--- src/design/enh_regs_pkg.sv ---
// Constants for the offset calibration and enhancement register bank
package enh_regs_pkg;
	// Register indices; byte address is four times the index
	localparam logic [9:0] IDX_ANALOG_OFFSET = 10'h068;
	localparam logic [9:0] IDX_DAC_CAL       = 10'h069;
	localparam logic [9:0] IDX_PEAK_CAL      = 10'h06b;
	localparam logic [9:0] IDX_ENHANCE       = 10'h06c;
	localparam logic [9:0] IDX_LINE_CTRL     = 10'h070;
	localparam logic [9:0] IDX_STATUS        = 10'h071;
	localparam int         ADDR_W            = 12;

	// Reset values
	localparam logic [3:0] RST_ANALOG_OFFSET = 4'h0;
	localparam logic [7:0] RST_DAC_CAL       = 8'h00;
	localparam logic [3:0] RST_PEAK_CAL      = 4'h8;
	localparam logic [7:0] RST_ENHANCE       = 8'h00;
	localparam logic [2:0] RST_LIMIT         = 3'h0;

	// Enhancement enable bit positions
	localparam int ENH_LIMIT_BOOST = 7;
	localparam int ENH_FSK         = 6;
	localparam int ENH_SPEEDUP     = 5;
	localparam int ENH_VOLT_CLOSE  = 2;
	localparam int ENH_SQUELCH     = 1;
	localparam int ENH_HYST        = 0;
	localparam logic [7:0] ENH_WRITABLE = 8'he7;

	// Line control fields
	localparam int LC_RELAY   = 6;
	localparam int LC_LIMIT_H = 2;
	localparam int LC_LIMIT_L = 0;

	// Status fields
	localparam int ST_BOOST   = 0;
	localparam int ST_FAST    = 1;
	localparam int ST_LIMIT_L = 4;

	// Limit code meaning 41 mA, the top of the range
	localparam logic [2:0] LIMIT_41MA = 3'h7;

	// Indirect base of tone 1 parameter sets
	localparam logic [6:0] TONE1_FREQUENCY_COEFF_BASE = 7'h00;
	localparam logic [6:0] FSK_BASE  = 7'h45;

	// Bus answers
	localparam logic [1:0] RESP_OKAY   = 2'h0;
	localparam logic [1:0] RESP_SLVERR = 2'h2;

	// Timing
	localparam int SYS_CLK_HZ    = 100_000_000;
	localparam int TONE_HZ       = 8_000;
	localparam int FSK_TONE_HZ   = 24_000;
	localparam int BOOST_HOLD_US = 10_000;
	localparam int TONE_CYCLES   = SYS_CLK_HZ / TONE_HZ;
	localparam int FSK_CYCLES    = SYS_CLK_HZ / FSK_TONE_HZ;
	localparam int BOOST_CYCLES  = BOOST_HOLD_US * (SYS_CLK_HZ / 1_000_000);
	localparam int CNT_W         = 24;
endpackage

--- src/design/rate_divider.sv ---
// Tick divider with two selectable periods
`timescale 1ns/100ps
`default_nettype none
module rate_divider #(
	parameter int SLOW  = 12500,
	parameter int FAST  = 4166,
	parameter int CNT_W = 24
) (
	input  wire logic clock,
	input  wire logic srst,
	input  wire logic fast,
	output logic      tick
);
	logic [CNT_W-1:0] count;
	logic [CNT_W-1:0] last;

	// Terminal count for the selected rate
	assign last = fast ? CNT_W'(FAST - 1) : CNT_W'(SLOW - 1);

	// Count up one period, restart at the terminal count or on overshoot after a rate change
	always_ff @(posedge clock)
	begin
		if (srst)
		begin
			count <= '0;
			tick  <= 1'b0;
		end
		else if (count >= last)
		begin
			count <= '0;
			tick  <= 1'b1;
		end
		else
		begin
			count <= count + CNT_W'(1);
			tick  <= 1'b0;
		end
	end
endmodule
`default_nettype wire

--- src/design/enh_regs.sv ---
// Offset calibration and enhancement register bank with AXI4-Lite slave
`timescale 1ns/100ps
`default_nettype none
module enh_regs #(
	parameter int TONE_CYCLES  = enh_regs_pkg::TONE_CYCLES,
	parameter int FSK_CYCLES   = enh_regs_pkg::FSK_CYCLES,
	parameter int BOOST_CYCLES = enh_regs_pkg::BOOST_CYCLES
) (
	input  wire logic                            CLOCK,
	input  wire logic                            SRST,
	input  wire logic [enh_regs_pkg::ADDR_W-1:0] AWADDR,
	input  wire logic                            AWVALID,
	output logic                                 AWREADY,
	input  wire logic [31:0]                     WDATA,
	input  wire logic [3:0]                      WSTRB,
	input  wire logic                            WVALID,
	output logic                                 WREADY,
	output logic [1:0]                           BRESP,
	output logic                                 BVALID,
	input  wire logic                            BREADY,
	input  wire logic [enh_regs_pkg::ADDR_W-1:0] ARADDR,
	input  wire logic                            ARVALID,
	output logic                                 ARREADY,
	output logic [31:0]                          RDATA,
	output logic [1:0]                           RRESP,
	output logic                                 RVALID,
	input  wire logic                            RREADY,
	input  wire logic                            RING_ACTIVE,
	output logic [3:0]                           ANALOG_OFFSET,
	output logic [7:0]                           DAC_OFFSET_CAL_VALUE,
	output logic [3:0]                           PEAK_CURRENT_CAL_VALUE,
	output logic [2:0]                           CURRENT_LIMIT,
	output logic                                 TONE1_FAST,
	output logic                                 TONE1_TICK,
	output logic [6:0]                           TONE1_PARAM_BASE,
	output logic                                 CADENCE_FINE,
	output logic                                 CONVERTER_SPEEDUP,
	output logic                                 VOLTAGE_LOOP_CLOSURE,
	output logic                                 CLOSURE_HYSTERESIS,
	output logic                                 CONVERTER_SQUELCH
);
	logic [3:0]              offset_flags;
	logic [7:0]              dac_offset_cal_value;
	logic [3:0]              peak_current_cal_value;
	logic [7:0]              enhance;
	logic [2:0]              programmed_current_limit;
	logic                    relay_control_bit;
	logic [9:0]              wr_idx;
	logic [7:0]              wr_byte;
	logic                    wr_lane;
	logic                    have_aw;
	logic                    have_w;
	logic                    do_write;
	logic                    wr_hit;
	logic                    rd_hit;
	logic [7:0]              rd_byte;
	logic [9:0]              rd_idx;
	logic                    ring_last;
	logic                    burst_end;
	logic                    boost_active;
	logic [enh_regs_pkg::CNT_W-1:0] boost_count;
	logic                    fsk_mode;
	logic                    next_fast;

	assign do_write = have_aw && have_w && !BVALID;
	assign rd_idx   = ARADDR[enh_regs_pkg::ADDR_W-1:2];
	assign burst_end = ring_last && !RING_ACTIVE;
	assign fsk_mode  = enhance[enh_regs_pkg::ENH_FSK] && relay_control_bit;
	assign next_fast = fsk_mode;

	// Write address channel
	always_ff @(posedge CLOCK)
	begin
		if (SRST)
		begin
			AWREADY <= 1'b1;
			have_aw <= 1'b0;
			wr_idx  <= '0;
		end
		else if (AWVALID && AWREADY)
		begin
			AWREADY <= 1'b0;
			have_aw <= 1'b1;
			wr_idx  <= AWADDR[enh_regs_pkg::ADDR_W-1:2];
		end
		else if (do_write)
			have_aw <= 1'b0;
		else if (BVALID && BREADY)
			AWREADY <= 1'b1;
	end

	// Write data channel, low byte lane only carries register data
	always_ff @(posedge CLOCK)
	begin
		if (SRST)
		begin
			WREADY  <= 1'b1;
			have_w  <= 1'b0;
			wr_byte <= '0;
			wr_lane <= 1'b0;
		end
		else if (WVALID && WREADY)
		begin
			WREADY  <= 1'b0;
			have_w  <= 1'b1;
			wr_byte <= WDATA[7:0];
			wr_lane <= WSTRB[0];
		end
		else if (do_write)
			have_w <= 1'b0;
		else if (BVALID && BREADY)
			WREADY <= 1'b1;
	end

	// Write address decode
	always_comb
	begin
		if (wr_idx == enh_regs_pkg::IDX_ANALOG_OFFSET)
			wr_hit = 1'b1;
		else if (wr_idx == enh_regs_pkg::IDX_DAC_CAL)
			wr_hit = 1'b1;
		else if (wr_idx == enh_regs_pkg::IDX_PEAK_CAL)
			wr_hit = 1'b1;
		else if (wr_idx == enh_regs_pkg::IDX_ENHANCE)
			wr_hit = 1'b1;
		else if (wr_idx == enh_regs_pkg::IDX_LINE_CTRL)
			wr_hit = 1'b1;
		else if (wr_idx == enh_regs_pkg::IDX_STATUS)
			wr_hit = 1'b1;
		else
			wr_hit = 1'b0;
	end

	// Write response, unmapped address answers slave error
	always_ff @(posedge CLOCK)
	begin
		if (SRST)
		begin
			BVALID <= 1'b0;
			BRESP  <= enh_regs_pkg::RESP_OKAY;
		end
		else if (do_write)
		begin
			BVALID <= 1'b1;
			BRESP  <= wr_hit ? enh_regs_pkg::RESP_OKAY : enh_regs_pkg::RESP_SLVERR;
		end
		else if (BVALID && BREADY)
			BVALID <= 1'b0;
	end

	// Register storage, reserved bits never stored
	always_ff @(posedge CLOCK)
	begin
		if (SRST)
		begin
			offset_flags             <= enh_regs_pkg::RST_ANALOG_OFFSET;
			dac_offset_cal_value     <= enh_regs_pkg::RST_DAC_CAL;
			peak_current_cal_value   <= enh_regs_pkg::RST_PEAK_CAL;
			enhance                  <= enh_regs_pkg::RST_ENHANCE;
			programmed_current_limit <= enh_regs_pkg::RST_LIMIT;
			relay_control_bit        <= 1'b0;
		end
		else if (do_write && wr_lane)
		begin
			if (wr_idx == enh_regs_pkg::IDX_ANALOG_OFFSET)
				offset_flags <= wr_byte[3:0];
			else if (wr_idx == enh_regs_pkg::IDX_DAC_CAL)
				dac_offset_cal_value <= wr_byte;
			else if (wr_idx == enh_regs_pkg::IDX_PEAK_CAL)
				peak_current_cal_value <= wr_byte[3:0];
			else if (wr_idx == enh_regs_pkg::IDX_ENHANCE)
				enhance <= wr_byte & enh_regs_pkg::ENH_WRITABLE;
			else if (wr_idx == enh_regs_pkg::IDX_LINE_CTRL)
			begin
				programmed_current_limit <= wr_byte[enh_regs_pkg::LC_LIMIT_H:enh_regs_pkg::LC_LIMIT_L];
				relay_control_bit        <= wr_byte[enh_regs_pkg::LC_RELAY];
			end
		end
	end

	// Read data mux
	always_comb
	begin
		rd_byte = 8'h00;
		rd_hit  = 1'b1;
		if (rd_idx == enh_regs_pkg::IDX_ANALOG_OFFSET)
			rd_byte = {4'h0, offset_flags};
		else if (rd_idx == enh_regs_pkg::IDX_DAC_CAL)
			rd_byte = dac_offset_cal_value;
		else if (rd_idx == enh_regs_pkg::IDX_PEAK_CAL)
			rd_byte = {4'h0, peak_current_cal_value};
		else if (rd_idx == enh_regs_pkg::IDX_ENHANCE)
			rd_byte = enhance;
		else if (rd_idx == enh_regs_pkg::IDX_LINE_CTRL)
		begin
			rd_byte[enh_regs_pkg::LC_LIMIT_H:enh_regs_pkg::LC_LIMIT_L] = programmed_current_limit;
			rd_byte[enh_regs_pkg::LC_RELAY] = relay_control_bit;
		end
		else if (rd_idx == enh_regs_pkg::IDX_STATUS)
		begin
			rd_byte[enh_regs_pkg::ST_BOOST] = boost_active;
			rd_byte[enh_regs_pkg::ST_FAST]  = TONE1_FAST;
			rd_byte[enh_regs_pkg::ST_LIMIT_L+:3] = CURRENT_LIMIT;
		end
		else
			rd_hit = 1'b0;
	end

	// Read channel, data answered one cycle after the address is taken
	always_ff @(posedge CLOCK)
	begin
		if (SRST)
		begin
			ARREADY <= 1'b1;
			RVALID  <= 1'b0;
			RDATA   <= '0;
			RRESP   <= enh_regs_pkg::RESP_OKAY;
		end
		else if (ARVALID && ARREADY)
		begin
			ARREADY <= 1'b0;
			RVALID  <= 1'b1;
			RDATA   <= {24'h000000, rd_byte};
			RRESP   <= rd_hit ? enh_regs_pkg::RESP_OKAY : enh_regs_pkg::RESP_SLVERR;
		end
		else if (RVALID && RREADY)
		begin
			RVALID  <= 1'b0;
			ARREADY <= 1'b1;
		end
	end

	// Ring burst end detection and temporary limit boost
	always_ff @(posedge CLOCK)
	begin
		if (SRST)
		begin
			ring_last    <= 1'b0;
			boost_active <= 1'b0;
			boost_count  <= '0;
		end
		else
		begin
			ring_last <= RING_ACTIVE;
			if (!enhance[enh_regs_pkg::ENH_LIMIT_BOOST] || RING_ACTIVE)
				boost_active <= 1'b0;
			else if (burst_end)
			begin
				boost_active <= 1'b1;
				boost_count  <= enh_regs_pkg::CNT_W'(BOOST_CYCLES - 1);
			end
			else if (boost_count != '0)
				boost_count <= boost_count - enh_regs_pkg::CNT_W'(1);
			else
				boost_active <= 1'b0;
		end
	end

	// Outputs that steer the neighbouring line blocks
	always_ff @(posedge CLOCK)
	begin
		if (SRST)
		begin
			CURRENT_LIMIT        <= enh_regs_pkg::RST_LIMIT;
			TONE1_FAST           <= 1'b0;
			TONE1_PARAM_BASE     <= enh_regs_pkg::TONE1_FREQUENCY_COEFF_BASE;
			CADENCE_FINE         <= 1'b0;
			CONVERTER_SPEEDUP    <= 1'b0;
			VOLTAGE_LOOP_CLOSURE <= 1'b0;
			CLOSURE_HYSTERESIS   <= 1'b0;
			CONVERTER_SQUELCH    <= 1'b0;
		end
		else
		begin
			CURRENT_LIMIT        <= boost_active ? enh_regs_pkg::LIMIT_41MA : programmed_current_limit;
			TONE1_FAST           <= next_fast;
			TONE1_PARAM_BASE     <= next_fast ? enh_regs_pkg::FSK_BASE : enh_regs_pkg::TONE1_FREQUENCY_COEFF_BASE;
			CADENCE_FINE         <= next_fast;
			CONVERTER_SPEEDUP    <= enhance[enh_regs_pkg::ENH_SPEEDUP];
			VOLTAGE_LOOP_CLOSURE <= enhance[enh_regs_pkg::ENH_VOLT_CLOSE];
			CLOSURE_HYSTERESIS   <= enhance[enh_regs_pkg::ENH_HYST];
			CONVERTER_SQUELCH    <= enhance[enh_regs_pkg::ENH_SQUELCH];
		end
	end

	// Register contents mirrored to their consumers
	assign ANALOG_OFFSET          = offset_flags;
	assign DAC_OFFSET_CAL_VALUE   = dac_offset_cal_value;
	assign PEAK_CURRENT_CAL_VALUE = peak_current_cal_value;

	// Tone 1 sample tick, 8 kHz or 24 kHz
	rate_divider #(
		.SLOW  (TONE_CYCLES),
		.FAST  (FSK_CYCLES),
		.CNT_W (enh_regs_pkg::CNT_W)
	) tone_rate (
		.clock (CLOCK),
		.srst  (SRST),
		.fast  (TONE1_FAST),
		.tick  (TONE1_TICK)
	);
endmodule
`default_nettype wire

--- config.mk ---
export PLATFORM = sky130hd
export DESIGN_NAME = enh_regs
export DESIGN_NICKNAME = d
export VERILOG_FILES = /design/src/design/enh_regs_pkg.sv /design/src/design/rate_divider.sv /design/src/design/enh_regs.sv
export SDC_FILE = /design/constraint.sdc
export NUM_CORES = 1
export LEC_CHECK = 0
export ABC_AREA = 1
export BUFFER_PORTS_ARGS = -buffer_cell sky130_fd_sc_hd__clkbuf_2
export CAP_MARGIN = 0
export CORE_MARGIN = 2
export CORE_UTILIZATION = 58
export DETAILED_ROUTE_END_ITERATION = 7
export PLACE_DENSITY = 0.95
export SETUP_SLACK_MARGIN = 0.02
export SYNTH_ARGS = -nofsm -noshare
export SYNTH_HDL_FRONTEND = slang
export SYNTH_SLANG_ARGS = --single-unit
--- constraint.sdc ---
create_clock -name CLOCK -period 3.55 [get_ports CLOCK]
set_clock_uncertainty 0.05 [all_clocks]
set_input_delay 0.71 -clock CLOCK [delete_from_list [all_inputs] [get_ports CLOCK]]
set_output_delay 0.71 -clock CLOCK [all_outputs]
set_load 0.02 [all_outputs]
==> results of run 1 <==
## power by group
group          total (mW)  internal [mW]  switching [mW]
clock network        1.61          0.946           0.661
logic               0.209         0.0545           0.155
registers            1.42           1.40          0.0234
total                3.24           2.40           0.839
## worst min-delay path by stage
stage / end / cells after the start / slack, ns / startpoint
final: wr_idx[3] / 3 / 0.38 / AWADDR[5]
after global routing: wr_idx[3] / 3 / 0.38 / AWADDR[5]
after CTS: wr_idx[3] / 3 / 0.38 / AWADDR[5]
after detailed placement: TONE1_PARAM_BASE[2] / 2 / 0.40 / enhance[6]
after global placement: tone_rate.count[14] / 2 / 0.39 / tone_rate.count[14]
after floorplan: CONVERTER_SPEEDUP / 2 / 0.36 / enhance[5]
## kinds of logic after synthesis
| kind of cell | count (synthesis) |
|---|---|
| flops | 121 |
| compound gates | 139 |
| buf+inv | 125 |
| other cells | 1 |
| simple gates | 403 |
| fa+ha+maj | 8 |
| xor+xnor | 20 |
## flip-flops by register name, summed over array words and instances, names as in the netlist, 3 cells and up
signal,cells
PEAK_CURRENT_CAL_VALUE,4
programmed_current_limit,3
enhance,6
wr_idx,10
tone_rate.count,24
wr_byte,8
CURRENT_LIMIT,3
boost_count,24
ANALOG_OFFSET,4
DAC_OFFSET_CAL_VALUE,8
RDATA,8
## layout make-up
type                    count  area share, %
clock buffers              18           6.40
clock inverters            13           1.80
inverters                  69           3.91
multi-input cells         609           43.0
flip-flops and latches    121           36.2
well taps                 133           2.49
repair buffers             82           6.21
## tightest hold or removal path: cells and delay by family
| family | cells | cell delay [ns] |
|---|---|---|
| compound gates | 1 | 0.07 |
| buf+inv | 1 | 0.07 |
| simple gates | 1 | 0.07 |
## per-layer routing
metal  global-route usage, %  share of wire, %  routed length, um
met1                    31.0                39               5750
met2                    47.3                49               7180
met3                    7.46               7.7               1120
met4                    11.5               3.6                517
met5                       0                 0                  0
## layout by cell type, fill, tap and decap left out, drive strengths merged, types with 2 or more instances in the layout
cell	n
a211oi	5
inv	70
clkbuf	98
dfxtp	121
ha	8
buf	2
nor2	154
o21a	2
clkinv	5
a21oi	69
clkinvlp	6
o21ai	55
a31oi	4
o211ai	2
nor3	10
conb	39
xnor2	6
xor2	14
nand4	16
or2	5
nor3b	2
nor4	4
nand3	46
nand2	165
## metrics by stage
stage | setup slack, ns | total power [mW] | area, um^2
floorplan | 1.72 | 1.61 | 5930
global placement | 1.19 | 1.64 | 6140
detailed placement | 1.20 | 1.65 | 6140
CTS | 1.33 | 3.22 | 6690
global route | 1.08 | 3.32 | 6690
finish | 1.33 | 3.24 | 6690
==> summary.md, run 1 <==
| Metric | Value |
|---|---|
| Row cnt | `36` |
| Die area | `10800 um^2` |
| Antenna Violating Nets Remaining | `0` |
| Register area share after synthesis | `41.9%` |
| CP Data Required Time | `between 3 and 4 ns` |
| Post-Syn Instances | `817` |
| Multi-input combinational cell area | `2870 um^2` |
| RSZ-0062 raised after global routing | `no` |
| Final hold vios | `0` |
| Wirelength, routed | `14600 um` |
| Mapped cell area | `5790 um^2` |
| Peak supply drop | `0.358 mV` |
| Clock sinks | `121` |
| Top post-synthesis cells by area | `dfxtp_1, nand2_1, nor2_1` |
| CTS Hold Bufs | `0` |
| DPL Wire Length | `9560 um` |
| Pin count of the biggest net entering global routing | `52` |
| Fmax | `450 MHz` |
| DRC | `0` |
| Clk slew on worst S/H paths | `0.06 ns` |
| Clock period minus worst slack | `2.22 ns` |
| Share of layout cells above drive strength 1 | `14.9%` |
| Post-CTS resize count | `0` |
| Worst Max-Slew Pin Slew | `0.684 ns` |
| Slowest cell on crit path | `o21ai_4` |
| Hold_ws | `0.383 ns` |
| Chip width | `104 um` |
| Slowest Stage Delay on Critical Path | `0.54 ns` |
| Post-synth EDFFs | `0` |
| GRT Total Usage | `a little over a quarter` |
| Slew headroom | `54.2%` |
| Synth Area in Compound Gates | `approximately an eighth` |
| Antenna Cells | `0` |
| CTS tree | `built` |
| TNS Setup | `0 ns` |
| Max FO, Critical Path | `24` |
| Die Span Y | `104 um` |
| Nets@finish | `approximately 1000` |
| Max Cap Viol | `0` |
| Most frequent cell after synthesis | `nand2_1` |
| H-Tree Depth | `4` |
| Post-synthesis mux area share | `0%` |
| Worst setup SP type | `flop` |
| Pre-Repair DR Iteration Count | `6` |
| Total core area | `9730 um^2` |
| Postcts setup bufs | `0` |
| Reg2reg end | `boost_count[5]` |
| End of the critical path | `boost_count[5]` |
| Clock buffer depth | `2` |
| HP Class | `input pin to flop` |
| Sequential cell area | `2420 um^2` |
| Most area-hungry cell type in the Yosys netlist | `dfxtp_1` |
| Average wire per standard cell | `13.9 um` |
| Area grow syn2layout | `15.6%` |
| Slew Limit Fails | `0` |
| Simple-Gate Fraction of Synth Area | `29.6%` |
| Initial antenna violation count | `0` |
| Final Non-Filler Cells | `about 1000` |
| Effective utilization at floorplan | `59.5%` |
| CP Launch Point | `boost_count[0]` |
| Buffers on Ports | `80` |
| Filler cells | `between 700 and 800` |
| Crit path arrival time | `2.55 ns` |
| Root buffer cell | `clkbuf_8` |
| Reg2Reg Setup Slack | `1.33 ns` |
| Ports | `142` |
| Worst setup EP type | `flop` |
| Yosys warning total | `0` |
| Outcome | `finished, final reports clean` |
| Delay-heaviest family, CP | `compound AO/OA/AOI/OAI gates` |
| GP Congestion | `0.987` |
| RR Startpoint | `boost_count[0]` |
| Cell Chain, Critical Path | `inv_1, ha_1, nand3_1, nor2_2, nand3_2, o21ai_4, inv_4, o21ai_0, a21oi_1` |
| Synth unique cells | `36` |
| Worst-Skew Late Latency | `about 0.53 ns` |
| Xor and xnor fraction of the mapped netlist area | `3.03%` |
| Placed cells | `approximately 1000` |
| Yosys reg bits | `121` |
| DR vias/cell | `around 5.4` |
| Share of the synthesized area in the top cell type | `a little over two fifths` |
| Main synth FF type | `dfxtp_1` |
| Overflow after GRT | `0` |
| Main combinational cell family by area after synthesis | `simple AND/OR/NAND/NOR gates` |
| Utilization after layout | `68.7%` |
| FFs w/ async S/R, synth | `0%` |
| WP depth | `9` |
| Leading cell types by count after synthesis | `nand2_1, nor2_1, dfxtp_1` |
| DR iter-0 viols | `426` |
| Post-synthesis adder-cell area fraction | `1.73%` |
| LEAKAGE | `3.11 nW` |
| Via count | `5656` |
| WP buf/inv | `2` |
| Syn_area_per_cell | `7.08 um^2` |
| Reg2reg path depth | `9` |
| Fin crit share | `62.6%` |
| Pwr dens | `484 nW/um^2` |
| Final setup fails | `0` |
| CTS Buf Count | `17` |
| Global-route wire length before repair | `24100 um` |
| WS Path Type | `flop to flop` |
| Vias in the first global route | `5298` |
Power figures use the tool's default switching activity.
==> run 2, diff against run 1 <==
--- a/config.mk
+++ b/config.mk
@@ -9,9 +9,9 @@
 export BUFFER_PORTS_ARGS = -buffer_cell sky130_fd_sc_hd__clkbuf_2
 export CAP_MARGIN = 0
 export CORE_MARGIN = 2
-export CORE_UTILIZATION = 58
+export CORE_UTILIZATION = 54
 export DETAILED_ROUTE_END_ITERATION = 7
-export PLACE_DENSITY = 0.95
+export PLACE_DENSITY = 0.9
 export SETUP_SLACK_MARGIN = 0.02
 export SYNTH_ARGS = -nofsm -noshare
 export SYNTH_HDL_FRONTEND = slang
==> constraint.sdc (replaced) <==
create_clock -name CLOCK -period 2.2 [get_ports CLOCK]
set_clock_uncertainty 0.05 [all_clocks]
set_input_delay 0.44 -clock CLOCK [delete_from_list [all_inputs] [get_ports CLOCK]]
set_output_delay 0.44 -clock CLOCK [all_outputs]
set_load 0.02 [all_outputs]
==> run 2 against run 1 <==
Effect of this change:
- combinational power rose by 60%
- clock-buffer cell count did not move
- worst hold slack got worse by 0.26 ns
- die area rose by 7.1%
- sequential share of layout area fell by 0.57 points
- clock power rose by 71%
- power rose by 66%
==> summary.md, run 2 (same netlist as run 1, synthesis figures left out) <==
| Metric | Value |
|---|---|
| Via count | `5515` |
| Effective utilization at floorplan | `55.8%` |
| Area grow syn2layout | `17.4%` |
| Clk slew on worst S/H paths | `around 0.060 ns` |
| DR vias/cell | `between 5 and 6` |
| Overflow after GRT | `0` |
| RR Startpoint | `TONE1_PARAM_BASE[2]` |
| CTS Hold Bufs | `0` |
| Pin count of the biggest net entering global routing | `52` |
| Peak supply drop | `0.862 mV` |
| LEAKAGE | `3.18 nW` |
| DR iter-0 viols | `between 300 and 400` |
| Share of layout cells above drive strength 1 | `approximately 16%` |
| Most Crowded Layer GR | `met2` |
| Met1 Usage GRT | `28.6%` |
| Fmax | `~510 MHz` |
| Worst Max-Slew Pin Slew | `0.571 ns` |
| Root buffer cell | `clkbuf_8` |
| Clock sinks | `121` |
| Vias in the first global route | `approximately 5200` |
| Row cnt | `37` |
| CTS tree | `built` |
| Reg2Reg Setup Slack | `0.24 ns` |
| Crit path arrival time | `2.34 ns` |
| Finished layout cell area | `6790 um^2` |
| Antenna Violating Nets Remaining | `0` |
| Die Span Y | `108 um` |
| DRC | `0` |
| WS Path Type | `flop to flop` |
| Clock period minus worst slack | `1.96 ns` |
| CP Launch Point | `TONE1_PARAM_BASE[2]` |
| Max Cap Viol | `0` |
| Filler cells | `868` |
| Reg2reg end | `tone_rate.count[4]` |
| Slew Limit Fails | `0` |
| Antenna Cells | `0` |
| RSZ-0062 raised after global routing | `no` |
| Global-route wire length before repair | `23100 um` |
| Nets@finish | `984` |
| Buffers on Ports | `80` |
| Reg2reg path depth | `9` |
| Initial antenna violation count | `0` |
| TNS Setup | `0 ns` |
| Post-placement cell area | `6200 um^2` |
| Hold path cells | `3` |
| Max FO, Critical Path | `7` |
| Most common cell after layout, fill and taps aside | `nand2_1` |
| Postcts setup bufs | `0` |
| Total core area | `10400 um^2` |
| Fin crit share | `around nine tenths` |
| Chip width | `about 110 um` |
| Top flop regs | `boost_count x24, tone_rate.count x24, wr_idx x10` |
| Wirelength, routed | `13900 um` |
| Met2 Resource Use GR | `43.6%` |
| GP Congestion | `0.916` |
| Slew headroom | `61.9%` |
| End of the critical path | `tone_rate.count[4]` |
| Final setup fails | `0` |
| Most frequent cells in the layout | `nand2_1, nor2_1, dfxtp_1` |
| CP Data Required Time | `between 2 and 3 ns` |
| Pwr dens | `791 nW/um^2` |
| Worst setup SP type | `flop` |
| Final hold vios | `0` |
| Met3 usage | `between 6 and 7%` |
| GRT Total Usage | `about a quarter` |
| Clock buffer depth | `2` |
| HP Class | `input pin to flop` |
| Worst-Skew Late Latency | `0.52 ns` |
| H-Tree Depth | `4` |
| DPL Wire Length | `slightly above 9000 um` |
| Post-CTS resize count | `0` |
| Pre-Repair DR Iteration Count | `5` |
| Average wire per standard cell | `13.1 um` |
| Ports | `between 100 and 150` |
| Outcome | `finished, final reports clean` |
| CTS Buf Count | `17` |
| Worst setup EP type | `flop` |
| Die area | `11600 um^2` |
[run 2: routing by layer]
layer / up-vias / share of wire [%]
met1: 2511 / 41
li1: 2768 / -
met4: 0 / 1.7
met2: 209 / 51
met5: - / 0
met3: 27 / 6.6
[run 2: how the worst min path moves through the flow]
stage	endpoint	slack (ns)	from
2_1_floorplan	CONVERTER_SPEEDUP	0.36	enhance[5]
4_1_cts	wr_idx[5]	0.10	AWADDR[7]
3_5_place_dp	PEAK_CURRENT_CAL_VALUE[0]	0.40	wr_byte[0]
5_1_grt	boost_active	0.11	RING_ACTIVE
3_3_place_gp	tone_rate.count[14]	0.39	tone_rate.count[14]
6_report	wr_idx[5]	0.13	AWADDR[7]
[run 2: per-stage QoR]
| step | power [mW] | std cells | hold WS, ns | util [%] | setup slack (ns) |
|---|---|---|---|---|---|
| floorplan | 2.60 | 855 | 0.363 | - | 0.366 |
| global placement | 2.66 | 1025 | 0.391 | 59.8 | 0.306 |
| detailed placement | 2.66 | 1025 | 0.401 | 59.8 | 0.230 |
| CTS | 5.40 | 1057 | 0.105 | 65.5 | 0.209 |
| global route | 5.56 | 1057 | 0.112 | 65.5 | 0.0997 |
| finish | 5.37 | 1057 | 0.125 | 65.5 | 0.242 |
[run 2: layout make-up]
| cell class | count | area [um^2] | share of cell area (%) |
|---|---|---|---|
| Clock inverter | 14 | 163 | 2.39 |
| Timing Repair Buffer | 90 | 475 | 7.00 |
| Sequential cell | 121 | 2420 | 35.7 |
| Tap cell | 136 | 170 | 2.50 |
| Multi-Input combinational cell | 609 | 2870 | 42.3 |
| Clock buffer | 18 | 428 | 6.30 |
| Inverter | 69 | 262 | 3.85 |
[run 2: worst max-delay path: stages, from the launching register on]
cell and delay, ns:
dfxtp_1 0.51, ha_1 0.29, nand2_1 0.09, nor2_1 0.05, nand2_1 0.05, nand2_1 0.05
nor2_1 0.13, nand3_1 0.24, buf_4 0.24, nor3b_1 0.18
[run 2: power breakdown]
part	switching [mW]	internal [mW]	leakage [nW]
registers	0.0354	2.25	0.985
logic	0.245	0.0901	1.91
clock network	1.08	1.67	0.283
==> run 3, diff against run 2 <==
==> constraint.sdc (replaced) <==
create_clock -name CLOCK -period 1.91 [get_ports CLOCK]
set_clock_uncertainty 0.05 [all_clocks]
set_input_delay 0.382 -clock CLOCK [delete_from_list [all_inputs] [get_ports CLOCK]]
set_output_delay 0.382 -clock CLOCK [all_outputs]
set_load 0.02 [all_outputs]
==> run 3 against run 2 <==
Effect of this change:
- clock-buffer cell count shrank 1
- cell area grew 1.6%
- power rose by 18%
- first-iteration DRC count rose by 26%
- wire length grew 6.9%
- sequential cell count stayed put
- final cell count up 0.66%
- critical endpoint is now boost_count[23]
- largest power group unchanged
- highest routed layer unchanged
==> summary.md, run 3 (same netlist as run 1, synthesis figures left out) <==
| Metric | Value |
|---|---|
| Die area | `11600 um^2` |
| Max FO, Critical Path | `9` |
| Initial antenna violation count | `0` |
| NetSw | `between 1.5 and 2 mW` |
| Row cnt | `37` |
| Outcome | `finished, final reports clean` |
| Crit path arrival time | `approximately 2.2 ns` |
| DR iter-0 viols | `about 410` |
| Clk pwr share | `51.8%` |
| H-Tree Depth | `4` |
| Peak supply drop | `0.907 mV` |
| Average wire per standard cell | `13.9 um` |
| Pwr dens | `915 nW/um^2` |
| Worst Max-Slew Pin Slew | `0.571 ns` |
| GP Congestion | `0.917` |
| Clock period minus worst slack | `1.81 ns` |
| HP Class | `input pin to flop` |
| WS Path Type | `flop to flop` |
| Most common cell after layout, fill and taps aside | `nand2_1` |
| CP Data Required Time | `around 2.3 ns` |
| Clk slew on worst S/H paths | `0.06 ns` |
| Total core area | `10400 um^2` |
| Comb power frac | `6.4%` |
| Slew headroom | `between 60% and 70%` |
| Share of layout cells above drive strength 1 | `about 17%` |
| Worst-Skew Late Latency | `about 0.53 ns` |
| Overflow after GRT | `0` |
| DPL Wire Length | `9560 um` |
| CTS Buf Count | `17` |
| DR vias/cell | `5.28` |
| Place WS | `0.0873 ns` |
| LEAKAGE | `between 3 and 4 nW` |
| Post-placement cell area | `6270 um^2` |
| Pin count of the biggest net entering global routing | `52` |
| Area grow syn2layout | `19.3%` |
| Slew Limit Fails | `0` |
| Nets@finish | `approximately 990` |
| Vias in the first global route | `between 5000 and 6000` |
| Final WS setup | `about 0.1 ns` |
| Finished layout cell area | `6900 um^2` |
| Utilization after layout | `66.6%` |
| Die Span Y | `about 110 um` |
| Chip width | `about 110 um` |
| Antenna Violating Nets Remaining | `0` |
| Pre-Repair DR Iteration Count | `6` |
| Max Cap Viol | `0` |
| Global-route wire length before repair | `24400 um` |
| Root buffer cell | `clkbuf_8` |
| Via count | `5622` |
| Buffers on Ports | `80` |
| Final hold vios | `0` |
| Antenna Cells | `0` |
| Most frequent cells in the layout | `nand2_1, nor2_1, dfxtp_1` |
| Top flop regs | `boost_count x24, tone_rate.count x24, wr_idx x10` |
| Clock sinks | `121` |
| GRT Total Usage | `26.5%` |
| CTS Hold Bufs | `0` |
| Worst setup EP type | `flop` |
| Flop pwr share | `about two fifths` |
| RSZ-0062 raised after global routing | `yes` |
| DRC | `0` |
| Worst setup SP type | `flop` |
| Fin crit share | `between 90 and 100%` |
| Fmax | `roughly 550 MHz` |
| Filler cells | `857` |
| Final setup fails | `0` |
| Sw frac | `25.2%` |
| Int Power | `between 4 and 5 mW` |
| CTS tree | `built` |
| Clock buffer depth | `2` |
| Wirelength, routed | `14800 um` |
| Ports | `142` |
| Effective utilization at floorplan | `55.8%` |
[run 3: cell count changes in the layout (fill, tap and decap cells not counted), moves of 2 or more]
cell / delta
nor2_2: +2
nor2_1: -4
dfxtp_2: +2
nor2_4: +2
dfxtp_1: -2
buf_4: +7
[run 3: cell type report]
class / instances / area [um^2] / share of cell area, %
clock buffer: 17 / 414 / 6.00
sequential: 121 / 2420 / 35.1
inverter: 69 / 264 / 3.82
clock inverter: 14 / 185 / 2.68
timing repair buffer: 98 / 548 / 7.94
tap: 136 / 170 / 2.47
multi-input combinational: 609 / 2900 / 42.0
[run 3: per-layer routing]
metal / global-route usage [%] / vias to the layer above / part of all wire [%]
li1: - / 2781 / -
met1: 30.1 / 2564 / 40
met2: 45.5 / 230 / 51
met3: 7.99 / 47 / 6.7
met4: 12.5 / 0 / 2.8
met5: 0 / - / 0
[run 3: power by group through the flow]
| stage | logic [mW] | registers [mW] | clock network (mW) |
|---|---|---|---|
| 3_5_place_dp | 0.385 | 2.69 | 0 |
| 6_report | 0.401 | 2.64 | 3.27 |
| 3_3_place_gp | 0.379 | 2.69 | 0 |
| 5_1_grt | 0.448 | 2.65 | 3.41 |
| 2_1_floorplan | 0.292 | 2.70 | 0 |
| 4_1_cts | 0.394 | 2.64 | 3.28 |
[run 3: path summary, 6_finish.rpt]
check,from,end,slack [ns],depth (start not counted)
hold / removal,WSTRB[0],wr_lane,0.06,3
hold reg to reg,enhance[6],TONE1_PARAM_BASE[2],0.41,2
setup reg to reg,boost_count[0],boost_count[23],0.1,10
setup / recovery,boost_count[0],boost_count[23],0.1,10
[run 3: critical path, cell delays in order (launching register included)]
cell,delay (ns)
dfxtp_1,0.35
inv_2,0.13
ha_1,0.18
nand3_1,0.10
nor2_2,0.12
nand3_2,0.13
o21ai_4,0.20
buf_4,0.21
nor2_1,0.06
nor2_1,0.10
nor2_1,0.05
[run 3: timing repair]
item / in CTS / in global routing
resized for setup: 2 / 9
endpoints found under the setup margin: 2 / 36
buffers inserted: 0 / 1
pin swaps: 0 / 1
[run 3: through the flow]
stage               TNS, ns  power [mW]  cells  hold slack [ns]
floorplan                 0        3.00    855            0.363
global placement          0        3.07   1032            0.394
detailed placement        0        3.08   1032            0.404
CTS                       0        6.31   1063           0.0441
global route        -0.0363        6.51   1064           0.0439
finish                    0        6.31   1064           0.0552
